File: config.mk
export PLATFORM = sky130hd
export DESIGN_NAME = ccs_cpu_clock_select_control
export DESIGN_NICKNAME = d
export VERILOG_FILES = /design/src/rtl/ccs_pkg.sv /design/src/rtl/ccs_reg_if.sv /design/src/rtl/ccs_cpu_clock_select_control.sv /design/src/rtl/ccs_tick_div.sv /design/src/rtl/ccs_avmm_slave.sv
export SDC_FILE = /design/constraint.sdc
export NUM_CORES = 1
export LEC_CHECK = 0
export ABC_AREA = 1
export BUFFER_PORTS_ARGS = -buffer_cell sky130_fd_sc_hd__buf_2
export CORE_UTILIZATION = 30
export CTS_BUF_LIST = sky130_fd_sc_hd__clkbuf_4 sky130_fd_sc_hd__clkbuf_8
export CTS_CLUSTER_DIAMETER = 100
export DETAILED_ROUTE_END_ITERATION = 6
export REMOVE_ABC_BUFFERS = 1
export SYNTH_ARGS = -nofsm -noshare
export SYNTH_HDL_FRONTEND = slang
export SYNTH_SLANG_ARGS = --single-unit
File: constraint.sdc
create_clock -name clock -period 2.9 [get_ports clock]
set_clock_uncertainty 0.05 [all_clocks]
set_input_delay 0.145 -clock clock [delete_from_list [all_inputs] [get_ports clock]]
set_output_delay 0.145 -clock clock [all_outputs]
set_load 0.01 [all_outputs]
File: src/rtl/ccs_pkg.sv
// Constants and types shared by the CPU clock select control block
package ccs_pkg;
	localparam int CCS_ADDR_W = 18;
	localparam int CCS_IDX_W = 16;
	localparam logic [CCS_IDX_W-1:0] CCS_CPU_CLOCK_CONTROL_IDX = 16'hFFFB;
	localparam logic [CCS_IDX_W-1:0] CCS_OSC_MODE_SELECT_IDX = 16'hFFF9;
	localparam int CCS_MAIN_OSC_STOP_BIT = 7;
	localparam int CCS_FEEDBACK_OFF_BIT = 6;
	localparam int CCS_STATUS_BIT = 5;
	localparam int CCS_SUB_SEL_BIT = 4;
	localparam int CCS_DIV_MSB = 2;
	localparam int CCS_HALVING_OFF_BIT = 0;
	localparam logic [7:0] CCS_CPU_CLOCK_CONTROL_RST = 8'h04;
	localparam logic [7:0] CCS_OSC_MODE_SELECT_RST = 8'h00;
	localparam logic [2:0] CCS_DIV_MAX = 3'h4;
	localparam int CCS_CPU_DIV_SEL_W = 3;
	localparam int CCS_INSTR_CPU_CLOCKS = 2;
	typedef enum logic [0:0] {
		CCS_SW_IDLE = 1'b0,
		CCS_SW_PEND = 1'b1
	} ccs_sw_state_t;
	// Divider code legal for either clock selection
	function automatic logic ccs_code_legal(input logic [2:0] div);
		ccs_code_legal = (div <= CCS_DIV_MAX);
	endfunction : ccs_code_legal
endpackage : ccs_pkg

File: src/rtl/ccs_reg_if.sv
// Register access carrier between bus slave and control core
`timescale 1ns/1ps
interface ccs_reg_if;
	import ccs_pkg::*;
	logic wr;
	logic [CCS_IDX_W-1:0] idx;
	logic [7:0] wdata;
	logic [7:0] rdata;
	modport bus (output wr, output idx, output wdata, input rdata);
	modport core (input wr, input idx, input wdata, output rdata);
endinterface : ccs_reg_if

File: src/rtl/ccs_cpu_clock_select_control.sv
// CPU clock selection and oscillator control core
//
// How it works
// RL1 - Divide main clock by code, or subsystem by two
// RL2 - Mode bit one passes oscillator, zero halves
// RL3 - Status bit read-only, shows subsystem clock active
// RL4 - Feedback resistor on at zero, off at one
// RL5 - Main oscillator runs at zero, stops at one
// RL6 - Software stops main oscillator by control bit
// RL7 - Software writes zero to control bit three
// RL8 - Reduced variant keeps only the divider bits
// RL9 - Mode write stretches main clock, two periods max
// RL10 - Software writes mode register once after reset
// RL11 - No-halving variant needs mode bit set early
// RL12 - Reset clears the mode register to zero
// RL13 - Shortest instruction spans two CPU clocks
// RL14 - Software zeroes unused extra select bits
// RL15 - Reset values give slowest main CPU clock
// RL16 - Software avoids divider change entering subsystem
// RL17 - Prohibited codes leave selected clock unchanged
// RL18 - Status changes only when switchover completes
//
// Local design decision: the Avalon-MM slave port.
`timescale 1ns/1ps
module ccs_cpu_clock_select_control import ccs_pkg::*; #(
	parameter bit REDUCED = 1'b0
) (
	input wire logic clock,
	input wire logic reset,
	input wire logic [CCS_ADDR_W-1:0] address,
	input wire logic read,
	input wire logic write,
	input wire logic [31:0] writedata,
	input wire logic [3:0] byteenable,
	output logic [31:0] readdata,
	output logic waitrequest,
	input wire logic main_osc_tick,
	input wire logic sub_osc_tick,
	output logic main_osc_stop,
	output logic sub_feedback_resistor_off,
	output logic cpu_clock_status,
	output logic main_clock_tick,
	output logic cpu_clock_tick,
	output logic instr_tick
);
	ccs_reg_if regs ();

	logic subsystem_clock_select_q;
	logic [2:0] cpu_divider_q;
	logic main_clock_halving_off_q;
	logic active_sub_q;
	logic [2:0] active_div_q;
	ccs_sw_state_t state_q;
	logic phase_q;
	logic ctl_wr;
	logic mode_wr;
	logic new_sub;
	logic [2:0] new_div;
	logic code_ok;
	logic fx_gated;
	logic fxx_tick;
	logic main_cpu_tick;
	logic sub_half_tick;
	logic cpu_tick;
	logic target_tick;
	logic apply;

	ccs_avmm_slave u_slave (
		.clock(clock),
		.reset(reset),
		.address(address),
		.read(read),
		.write(write),
		.writedata(writedata),
		.byteenable(byteenable),
		.readdata(readdata),
		.waitrequest(waitrequest),
		.regs(regs)
	);

	assign ctl_wr = regs.wr && (regs.idx == CCS_CPU_CLOCK_CONTROL_IDX);
	assign mode_wr = regs.wr && (regs.idx == CCS_OSC_MODE_SELECT_IDX);
	assign new_sub = REDUCED ? 1'b0 : regs.wdata[CCS_SUB_SEL_BIT];
	assign new_div = regs.wdata[CCS_DIV_MSB:0];
	assign code_ok = ccs_code_legal(new_div);

	// Stopped oscillator delivers no ticks
	assign fx_gated = main_osc_tick && !main_osc_stop; // RL5

	// Main system clock, restarted by every mode write
	ccs_tick_div #(
		.SEL_W(1)
	) u_fxx_div (
		.clock(clock),
		.reset(reset),
		.tick_in(fx_gated),
		.clear(mode_wr), // RL9
		.sel(~main_clock_halving_off_q), // RL2
		.tick_out(fxx_tick)
	);

	// CPU clock from main system clock
	ccs_tick_div #(
		.SEL_W(CCS_CPU_DIV_SEL_W)
	) u_cpu_div (
		.clock(clock),
		.reset(reset),
		.tick_in(fxx_tick),
		.clear(apply),
		.sel(active_div_q), // RL1
		.tick_out(main_cpu_tick)
	);

	// Half subsystem oscillator
	ccs_tick_div #(
		.SEL_W(1)
	) u_sub_div (
		.clock(clock),
		.reset(reset),
		.tick_in(sub_osc_tick),
		.clear(1'b0),
		.sel(1'b1),
		.tick_out(sub_half_tick)
	);

	assign cpu_tick = active_sub_q ? sub_half_tick : main_cpu_tick; // RL1
	assign target_tick = subsystem_clock_select_q ? sub_half_tick : fxx_tick;
	assign apply = (state_q == CCS_SW_PEND) && target_tick; // RL18

	// Control register fields
	always_ff @(posedge clock or posedge reset) begin
		if (reset) begin
			main_osc_stop <= CCS_CPU_CLOCK_CONTROL_RST[CCS_MAIN_OSC_STOP_BIT]; // RL15
			sub_feedback_resistor_off <= CCS_CPU_CLOCK_CONTROL_RST[CCS_FEEDBACK_OFF_BIT];
		end else if (ctl_wr && !REDUCED) begin
			main_osc_stop <= regs.wdata[CCS_MAIN_OSC_STOP_BIT]; // RL5
			sub_feedback_resistor_off <= regs.wdata[CCS_FEEDBACK_OFF_BIT]; // RL4
		end
	end

	// Requested clock selection, prohibited codes ignored
	always_ff @(posedge clock or posedge reset) begin
		if (reset) begin
			subsystem_clock_select_q <= CCS_CPU_CLOCK_CONTROL_RST[CCS_SUB_SEL_BIT];
			cpu_divider_q <= CCS_CPU_CLOCK_CONTROL_RST[CCS_DIV_MSB:0]; // RL15
		end else if (ctl_wr && code_ok) begin // RL17
			subsystem_clock_select_q <= new_sub; // RL8
			cpu_divider_q <= new_div;
		end
	end

	// Mode register
	always_ff @(posedge clock or posedge reset) begin
		if (reset) begin
			main_clock_halving_off_q <= CCS_OSC_MODE_SELECT_RST[CCS_HALVING_OFF_BIT]; // RL12
		end else if (mode_wr) begin
			main_clock_halving_off_q <= regs.wdata[CCS_HALVING_OFF_BIT]; // RL2
		end
	end

	// Switchover sequencing
	always_ff @(posedge clock or posedge reset) begin
		if (reset) begin
			state_q <= CCS_SW_IDLE;
		end else begin
			case (state_q)
				CCS_SW_IDLE: begin
					if (ctl_wr && code_ok) begin
						state_q <= CCS_SW_PEND;
					end
				end
				CCS_SW_PEND: begin
					if (apply && !(ctl_wr && code_ok)) begin
						state_q <= CCS_SW_IDLE;
					end
				end
				default: begin
					state_q <= CCS_SW_IDLE;
				end
			endcase
		end
	end

	always_ff @(posedge clock or posedge reset) begin
		if (reset) begin
			active_sub_q <= CCS_CPU_CLOCK_CONTROL_RST[CCS_SUB_SEL_BIT];
			active_div_q <= CCS_CPU_CLOCK_CONTROL_RST[CCS_DIV_MSB:0];
		end else if (apply) begin // RL18
			active_sub_q <= subsystem_clock_select_q;
			active_div_q <= cpu_divider_q;
		end
	end

	// Registered clock outputs and status
	always_ff @(posedge clock or posedge reset) begin
		if (reset) begin
			cpu_clock_status <= 1'b0;
			main_clock_tick <= 1'b0;
			cpu_clock_tick <= 1'b0;
		end else begin
			cpu_clock_status <= active_sub_q; // RL3
			main_clock_tick <= fxx_tick;
			cpu_clock_tick <= cpu_tick;
		end
	end

	// Instruction slot every second CPU clock
	always_ff @(posedge clock or posedge reset) begin
		if (reset) begin
			phase_q <= 1'b0;
			instr_tick <= 1'b0;
		end else begin
			if (cpu_tick) begin
				phase_q <= ~phase_q;
			end
			instr_tick <= cpu_tick && phase_q; // RL13
		end
	end

	// Read decode, bit three always zero, status read-only
	always_comb begin
		regs.rdata = 8'h00;
		if (regs.idx == CCS_CPU_CLOCK_CONTROL_IDX) begin
			regs.rdata[CCS_DIV_MSB:0] = cpu_divider_q;
			if (!REDUCED) begin // RL8
				regs.rdata[CCS_MAIN_OSC_STOP_BIT] = main_osc_stop;
				regs.rdata[CCS_FEEDBACK_OFF_BIT] = sub_feedback_resistor_off;
				regs.rdata[CCS_STATUS_BIT] = cpu_clock_status; // RL3
				regs.rdata[CCS_SUB_SEL_BIT] = subsystem_clock_select_q;
			end
		end else if (regs.idx == CCS_OSC_MODE_SELECT_IDX) begin
			regs.rdata[CCS_HALVING_OFF_BIT] = main_clock_halving_off_q;
		end
	end

	// Checks
	logic boot_q;
	always_ff @(posedge clock or posedge reset) begin
		if (reset) begin
			boot_q <= 1'b0;
		end else begin
			boot_q <= 1'b1;
		end
	end

	// Oscillator ticks seen since the last mode write
	logic stretch_arm_q;
	logic stretch_seen_q;
	always_ff @(posedge clock or posedge reset) begin
		if (reset) begin
			stretch_arm_q <= 1'b0;
			stretch_seen_q <= 1'b0;
		end else if (mode_wr) begin
			stretch_arm_q <= 1'b1;
			stretch_seen_q <= 1'b0;
		end else if (fxx_tick) begin
			stretch_arm_q <= 1'b0;
		end else if (stretch_arm_q && fx_gated) begin
			stretch_seen_q <= 1'b1;
		end
	end

	// CPU clocks since the last instruction slot
	logic [1:0] cpu_count_q;
	always_ff @(posedge clock or posedge reset) begin
		if (reset) begin
			cpu_count_q <= 2'h0;
		end else if (instr_tick) begin
			cpu_count_q <= 2'h0;
		end else if (cpu_clock_tick && cpu_count_q != 2'h3) begin
			cpu_count_q <= cpu_count_q + 2'h1;
		end
	end
endmodule : ccs_cpu_clock_select_control

File: src/rtl/ccs_tick_div.sv
// Power-of-two tick divider with synchronous restart
`timescale 1ns/1ps
module ccs_tick_div import ccs_pkg::*; #(
	parameter int SEL_W = 3
) (
	input wire logic clock,
	input wire logic reset,
	input wire logic tick_in,
	input wire logic clear,
	input wire logic [SEL_W-1:0] sel,
	output logic tick_out
);
	localparam int CNT_W = (1 << SEL_W) - 1;
	logic [CNT_W-1:0] count_q;
	logic [CNT_W-1:0] mask;

	assign mask = ~({CNT_W{1'b1}} << sel);
	assign tick_out = tick_in && (count_q == mask) && !clear;

	always_ff @(posedge clock or posedge reset) begin
		if (reset) begin
			count_q <= '0;
		end else if (clear) begin
			count_q <= '0;
		end else if (tick_in) begin
			count_q <= (count_q == mask) ? '0 : count_q + 1'b1;
		end
	end
endmodule : ccs_tick_div

File: src/rtl/ccs_avmm_slave.sv
// Avalon-MM slave front end with one wait cycle per access
`timescale 1ns/1ps
module ccs_avmm_slave import ccs_pkg::*; (
	input wire logic clock,
	input wire logic reset,
	input wire logic [CCS_ADDR_W-1:0] address,
	input wire logic read,
	input wire logic write,
	input wire logic [31:0] writedata,
	input wire logic [3:0] byteenable,
	output logic [31:0] readdata,
	output logic waitrequest,
	ccs_reg_if.bus regs
);
	assign regs.idx = address[CCS_ADDR_W-1:2];
	assign regs.wdata = writedata[7:0];
	assign regs.wr = write && !waitrequest && byteenable[0];

	// Wait drops for one cycle after a request is seen
	always_ff @(posedge clock or posedge reset) begin
		if (reset) begin
			waitrequest <= 1'b1;
		end else if ((read || write) && waitrequest) begin
			waitrequest <= 1'b0;
		end else begin
			waitrequest <= 1'b1;
		end
	end

	always_ff @(posedge clock or posedge reset) begin
		if (reset) begin
			readdata <= 32'h0;
		end else if (read && waitrequest) begin
			readdata <= {24'h0, regs.rdata};
		end
	end
endmodule : ccs_avmm_slave

Yosys cells after proc, flatten, opt, wreduce, memory -nomap -nowiden
Index checks and enable logic that the tools add are counted.
{"block": "word_totals", "regBits": 34, "inputBits": 60, "out_inout_bits": 39, "wordCells": 74}
{"block": "op_classes", "addsub": 3, "magnitude_cmp": 1, "eq_ne": 4, "shifts": 2, "mux": 17, "bitwise_logic": 5, "n_reduce_logical": 24}
{"operator": "$eq A16 B16 Y1 const B", "n": 2}
{"operator": "$mux W7", "n": 3}
{"operator": "$logic_and A1 B1 Y1", "n": 16}
{"operator": "$mux W1", "n": 11}
{"operator": "$add A7 B1 Y7 const B", "n": 1}
{"operator": "$eq A7 B7 Y1", "n": 1}
{"operator": "$not A7 Y7", "n": 1}
{"operator": "$shl A7 B3 Y7 const A", "n": 1}
{"operator": "$logic_not A1 Y1", "n": 5}
{"operator": "$mux W4", "n": 1}
{"operator": "$not A1 Y1", "n": 4}
{"operator": "$reduce_bool A2 Y1", "n": 2}
{"operator": "$le A3 B3 Y1 const B", "n": 1}
{"operator": "$add A1 B1 Y1 const B", "n": 2}
{"operator": "$mux W2", "n": 1}
{"operator": "$pmux W1 S2", "n": 1}
{"operator": "$eq A1 B1 Y1", "n": 1}
{"operator": "$logic_or A1 B1 Y1", "n": 1}
{"operator": "$shl A1 B1 Y1 const A", "n": 1}

Longest topological paths before layout
{"block": "logic_depth", "word_depth": 12, "mapped_depth": 12, "ltp_nobuf": 12}

Modules after synthesis
From an unflattened synthesis, not the netlist that was laid out.
{"block": "hier_totals", "cells_unflattened": 317, "area_unflattened_um2": 2324.7}
{"mod": "ccs_cpu_clock_select_control", "n_inst": 1, "cells_per_inst": 111, "area_per_inst_um2": 865.8, "seq_area_each_um2": 427.9}
{"mod": "ccs_avmm_slave", "n_inst": 1, "cells_per_inst": 89, "area_per_inst_um2": 743.2, "seq_area_each_um2": 226.5}
{"mod": "ccs_tick_div (u_cpu_div)", "n_inst": 1, "cells_per_inst": 95, "area_per_inst_um2": 570.5, "seq_area_each_um2": 175.2}
{"mod": "ccs_tick_div (u_fxx_div ...)", "n_inst": 2, "cells_per_inst": 11, "area_per_inst_um2": 72.6, "seq_area_each_um2": 25.0}

Worst setup path after synthesis
Ideal clock, no wire load.
{"block": "synth_timing", "path_kind": "reg2reg", "startpoint": "register active_div_q[2]", "endpoint": "register phase_q", "setup_time_ps": 117, "arrival_ps": 1337, "t_required_ps": 2733, "path_slack_ps": 1397, "path_stages_with_launch": 10, "n_path_buf": 0, "synth_period_minus_slack_ps": 1503, "cell_sequence": "dfstp_2 nand2_2 xor2_1 nand3_1 nor2_1 nand2_2 nor2_2 nand2_2 nand3_1 nand2_1"}
{"block": "synth_via", "elab_chain_len": 6}
{"element": "from (decl)", "line_no": "ccs_cpu_clock_select_control.sv:52", "rtl": "logic [2:0] active_div_q;"}
{"element": "from (signal assigned)", "line_no": "ccs_cpu_clock_select_control.sv:187", "rtl": "active_div_q <= CCS_CPU_CLOCK_CONTROL_RST[CCS_DIV_MSB:0];"}
{"element": "from (signal assigned)", "line_no": "ccs_cpu_clock_select_control.sv:190", "rtl": "active_div_q <= cpu_divider_q;"}
{"element": "$shl A7 B3 Y7", "line_no": "ccs_tick_div.sv:17", "rtl": "assign mask = ~({CNT_W{1'b1}} << sel);"}
{"element": "$not A7 Y7", "line_no": "ccs_tick_div.sv:17"}
{"element": "$eq A7 B7 Y1", "line_no": "ccs_tick_div.sv:18", "rtl": "assign tick_out = tick_in && (count_q == mask) && !clear;"}
{"element": "$logic_and A1 B1 Y1 (2 in series)", "line_no": "ccs_tick_div.sv:18"}
{"element": "$mux W1", "line_no": "ccs_cpu_clock_select_control.sv:126", "rtl": "assign cpu_tick = active_sub_q ? sub_half_tick : main_cpu_tick;"}
{"element": "to (signal assigned)", "line_no": "ccs_cpu_clock_select_control.sv:214", "rtl": "phase_q <= ~phase_q;"}
{"element": "to (decl)", "line_no": "ccs_cpu_clock_select_control.sv:54", "rtl": "logic phase_q;"}
Every way passes these cells.
A chain may end at the register's enable or synchronous reset.

Final worst setup path
Same ends and word-level chain as after synthesis.

==> impl_metrics.json <==
{
  "grt_max_degree": 35,
  "power_density_mw_per_mm2": 548,
  "die_area_mm2": 0.00691,
  "cp-start-kind": "flop",
  "drc": 0,
  "clock_sinks": 34,
  "worst_ep_arrival_time_ns": 1.76,
  "finalWeightedCongestion": 0.781,
  "hold_class": "in2reg",
  "peakVddDrop_uv": 204,
  "ys_top_cells_by_area": "dfrtp_1 (39%), nand2_1 (10%), buf_4 (9.5%)",
  "maxSlewViolCount": 0,
  "synth_seq_area_share": 0.433,
  "synth_edf_count": 0,
  "final_common_cell": "nand2_1",
  "setup_viol": 0,
  "antenna_found_initial": 0,
  "post_drt_wl_per_cell_um": 9.86,
  "hold_ws_ns": 0.0154,
  "core_area_mm2": 0.00635,
  "fin_setup_tns_ns": 0,
  "period_minus_slack_ns": 1.63,
  "cpMaxStageDelayCell": "dfstp_2",
  "ys_types": 30,
  "hold_viol_final": 0,
  "track_usage": 0.111,
  "pre_cts_ws_ns": 1.26,
  "portBuffers": 42,
  "leakage_nw": 1.26,
  "cp_max_fo": 6,
  "worstPathCellList": "nand2_2 -> xor2_1 -> nand3_1 -> nor2_1 -> nand2_2 -> nor2_2 -> nand2_2 -> nand3_1 -> nand2_1",
  "finalNetCount": 352,
  "cts_resized": 0,
  "synth_top_area_share": 0.393,
  "die_w_um": 83.2,
  "yosysWarningCount": 0,
  "dpl.hpwl_um": 2850,
  "ys_async_sr_fraction": 1.00,
  "rsz0062_at_grt": "false",
  "die_y_um": 83.2,
  "fp-row-count": 29,
  "setup_ws_ns": 1.27,
  "routed_wl_um": 3630,
  "n_antenna_cell": 0,
  "crit_top_cell": "nand2_2",
  "vias_per_cell": 4.32,
  "cts_buffers": 5,
  "root_buffer": "clkbuf_8",
  "vias": 1588,
  "clock_latency_ns": 0.28,
  "cts.path.max_buffers": 2,
  "yosys_register_bits": 34,
  "cp_slowest_stage_delay_ns": 0.60,
  "drive_gt1_frac": 0.271,
  "synth.avg_cell_area_um2": 8.23,
  "htree_levels": 2,
  "maxCapViolCount": 0,
  "finalPower_mw": 1.26,
  "max_freq_ghz": 0.612,
  "syn_inst": 240,
  "ys.flop_type": "dfrtp_1",
  "start_util": 0.311,
  "crit_path_end_kind": "flop",
  "tritoncts": "done",
  "io_pins": 99,
  "drt_iter0_drc": 74,
  "drtPass1Iterations": 4,
  "path_class": "reg2reg",
  "syn-cell-area_mm2": 0.00198,
  "critPathRequiredTime_ns": 3.03,
  "cts.reportedPaths.clkPinSlew_ns": 0.07,
  "grt_pass1_vias": 1447,
  "fin_crit_sh": 0.564,
  "status": "complete, no violations",
  "antenna_left": 0,
  "grt_pass1_wl_um": 6290,
  "syn2layout_area_growth_pct": 16.5,
  "layout_common_cells": "nand2_1 (54), buf_2 (42), dfrtp_1 (31), conb_1 (25), inv_1 (24)",
  "grt_overflow": 0,
  "synth_area_leader_cell": "dfrtp_1"
}
-- flip-flops by register name (all words and copies together), names as in the netlist --
| signal | cells |
|---|---|
| u_cpu_div.count_q | 7 |
| u_slave.readdata | 7 |
| active_div_q | 3 |
| cpu_divider_q | 3 |
| active_sub_q | 1 |
| cpu_clock_status | 1 |
| cpu_clock_tick | 1 |
| instr_tick | 1 |
| main_clock_halving_off_q | 1 |
| main_clock_tick | 1 |
| main_osc_stop | 1 |
| phase_q | 1 |
| state_q | 1 |
| sub_feedback_resistor_off | 1 |
| subsystem_clock_select_q | 1 |
| u_fxx_div.count_q | 1 |
| u_slave.waitrequest | 1 |
| u_sub_div.count_q | 1 |
-- where the power goes --
group	leakage, nW	switching [mW]	internal, mW
logic	0.772	0.188	0.126
clock network	0.0472	0.174	0.191
registers	0.439	0.0563	0.527
-- worst max-delay path, delay by kind of cell (launching register included) --
| kind | cells | cell delay [ns] |
|---|---|---|
| xor+xnor | 1 | 0.14 |
| flops | 1 | 0.60 |
| simple gates | 8 | 0.73 |
-- per-stage QoR --
step,util,instances,cell area (um2)
2_1_floorplan,-,237,1860
3_3_place_gp,0.343,357,2180
3_5_place_dp,0.343,357,2180
4_1_cts,0.363,368,2300
5_1_grt,0.363,368,2300
6_report,0.363,368,2300
-- cell type report --
class                   instances  area [um2]
clock inverters                 2        12.5
inverters                      29         109
clock buffers                   6        82.6
well taps                      77        96.3
flip-flops and latches         34         855
multi-input cells             174         900
fillers                       665        4050
repair buffers                 46         248
-- routing by layer --
metal	vias to the layer above	share of wire	GRT usage
met3	7	0.040	0.0258
met5	-	0	0
met4	0	0.020	0.0408
met2	44	0.48	0.186
met1	728	0.46	0.138
li1	809	-	-
-- synthesized netlist by cell type (3+ instances only) --
| master | instances |
|---|---|
| nand2_1 | 54 |
| dfrtp_1 | 31 |
| buf_4 | 25 |
| inv_1 | 24 |
| nand3_1 | 21 |
| nor2_1 | 14 |
| nor2_2 | 7 |
| o21ai_0 | 7 |
| xor2_1 | 7 |
| inv_2 | 5 |
| nand2_2 | 5 |
| o21ai_1 | 5 |
| a21oi_1 | 4 |
| nand4_1 | 4 |
| dfstp_2 | 3 |
| nand3_2 | 3 |
| o31ai_1 | 3 |
-- what timing repair did --
action / CTS / global route
endpoints found under the hold margin: 32 / 0
hold buffers: 3 / 0
setup buffers: 0 / 0
-- kinds of logic after synthesis --
logic type	Yosys count	synth area share
and+or+nand+nor	115	0.283
buffers and inverters	56	0.158
DFF	34	0.433
AOI/OAI and AO/OA	21	0.0608
xor gates and xnor gates	9	0.0399
adders and majority gates	2	0.0127
muxes	2	0.0114
other	1	0.00190
-- path summary, 6_finish.rpt --
path | cells past startpoint | slack (ns) | endpoint | startpoint
min reg2reg | 0 | 0.38 | cpu_clock_status | active_sub_q
min | 3 | 0.02 | subsystem_clock_select_q | writedata[4]
max in group asynchronous | 4 | 2.02 | cpu_divider_q[2] | reset
min in group asynchronous | 4 | 0.44 | u_slave.readdata[7] | reset
max reg2reg | 9 | 1.27 | phase_q | active_div_q[2]
max | 9 | 1.27 | phase_q | active_div_q[2]
No activity file was read; power rests on OpenSTA's default activity.
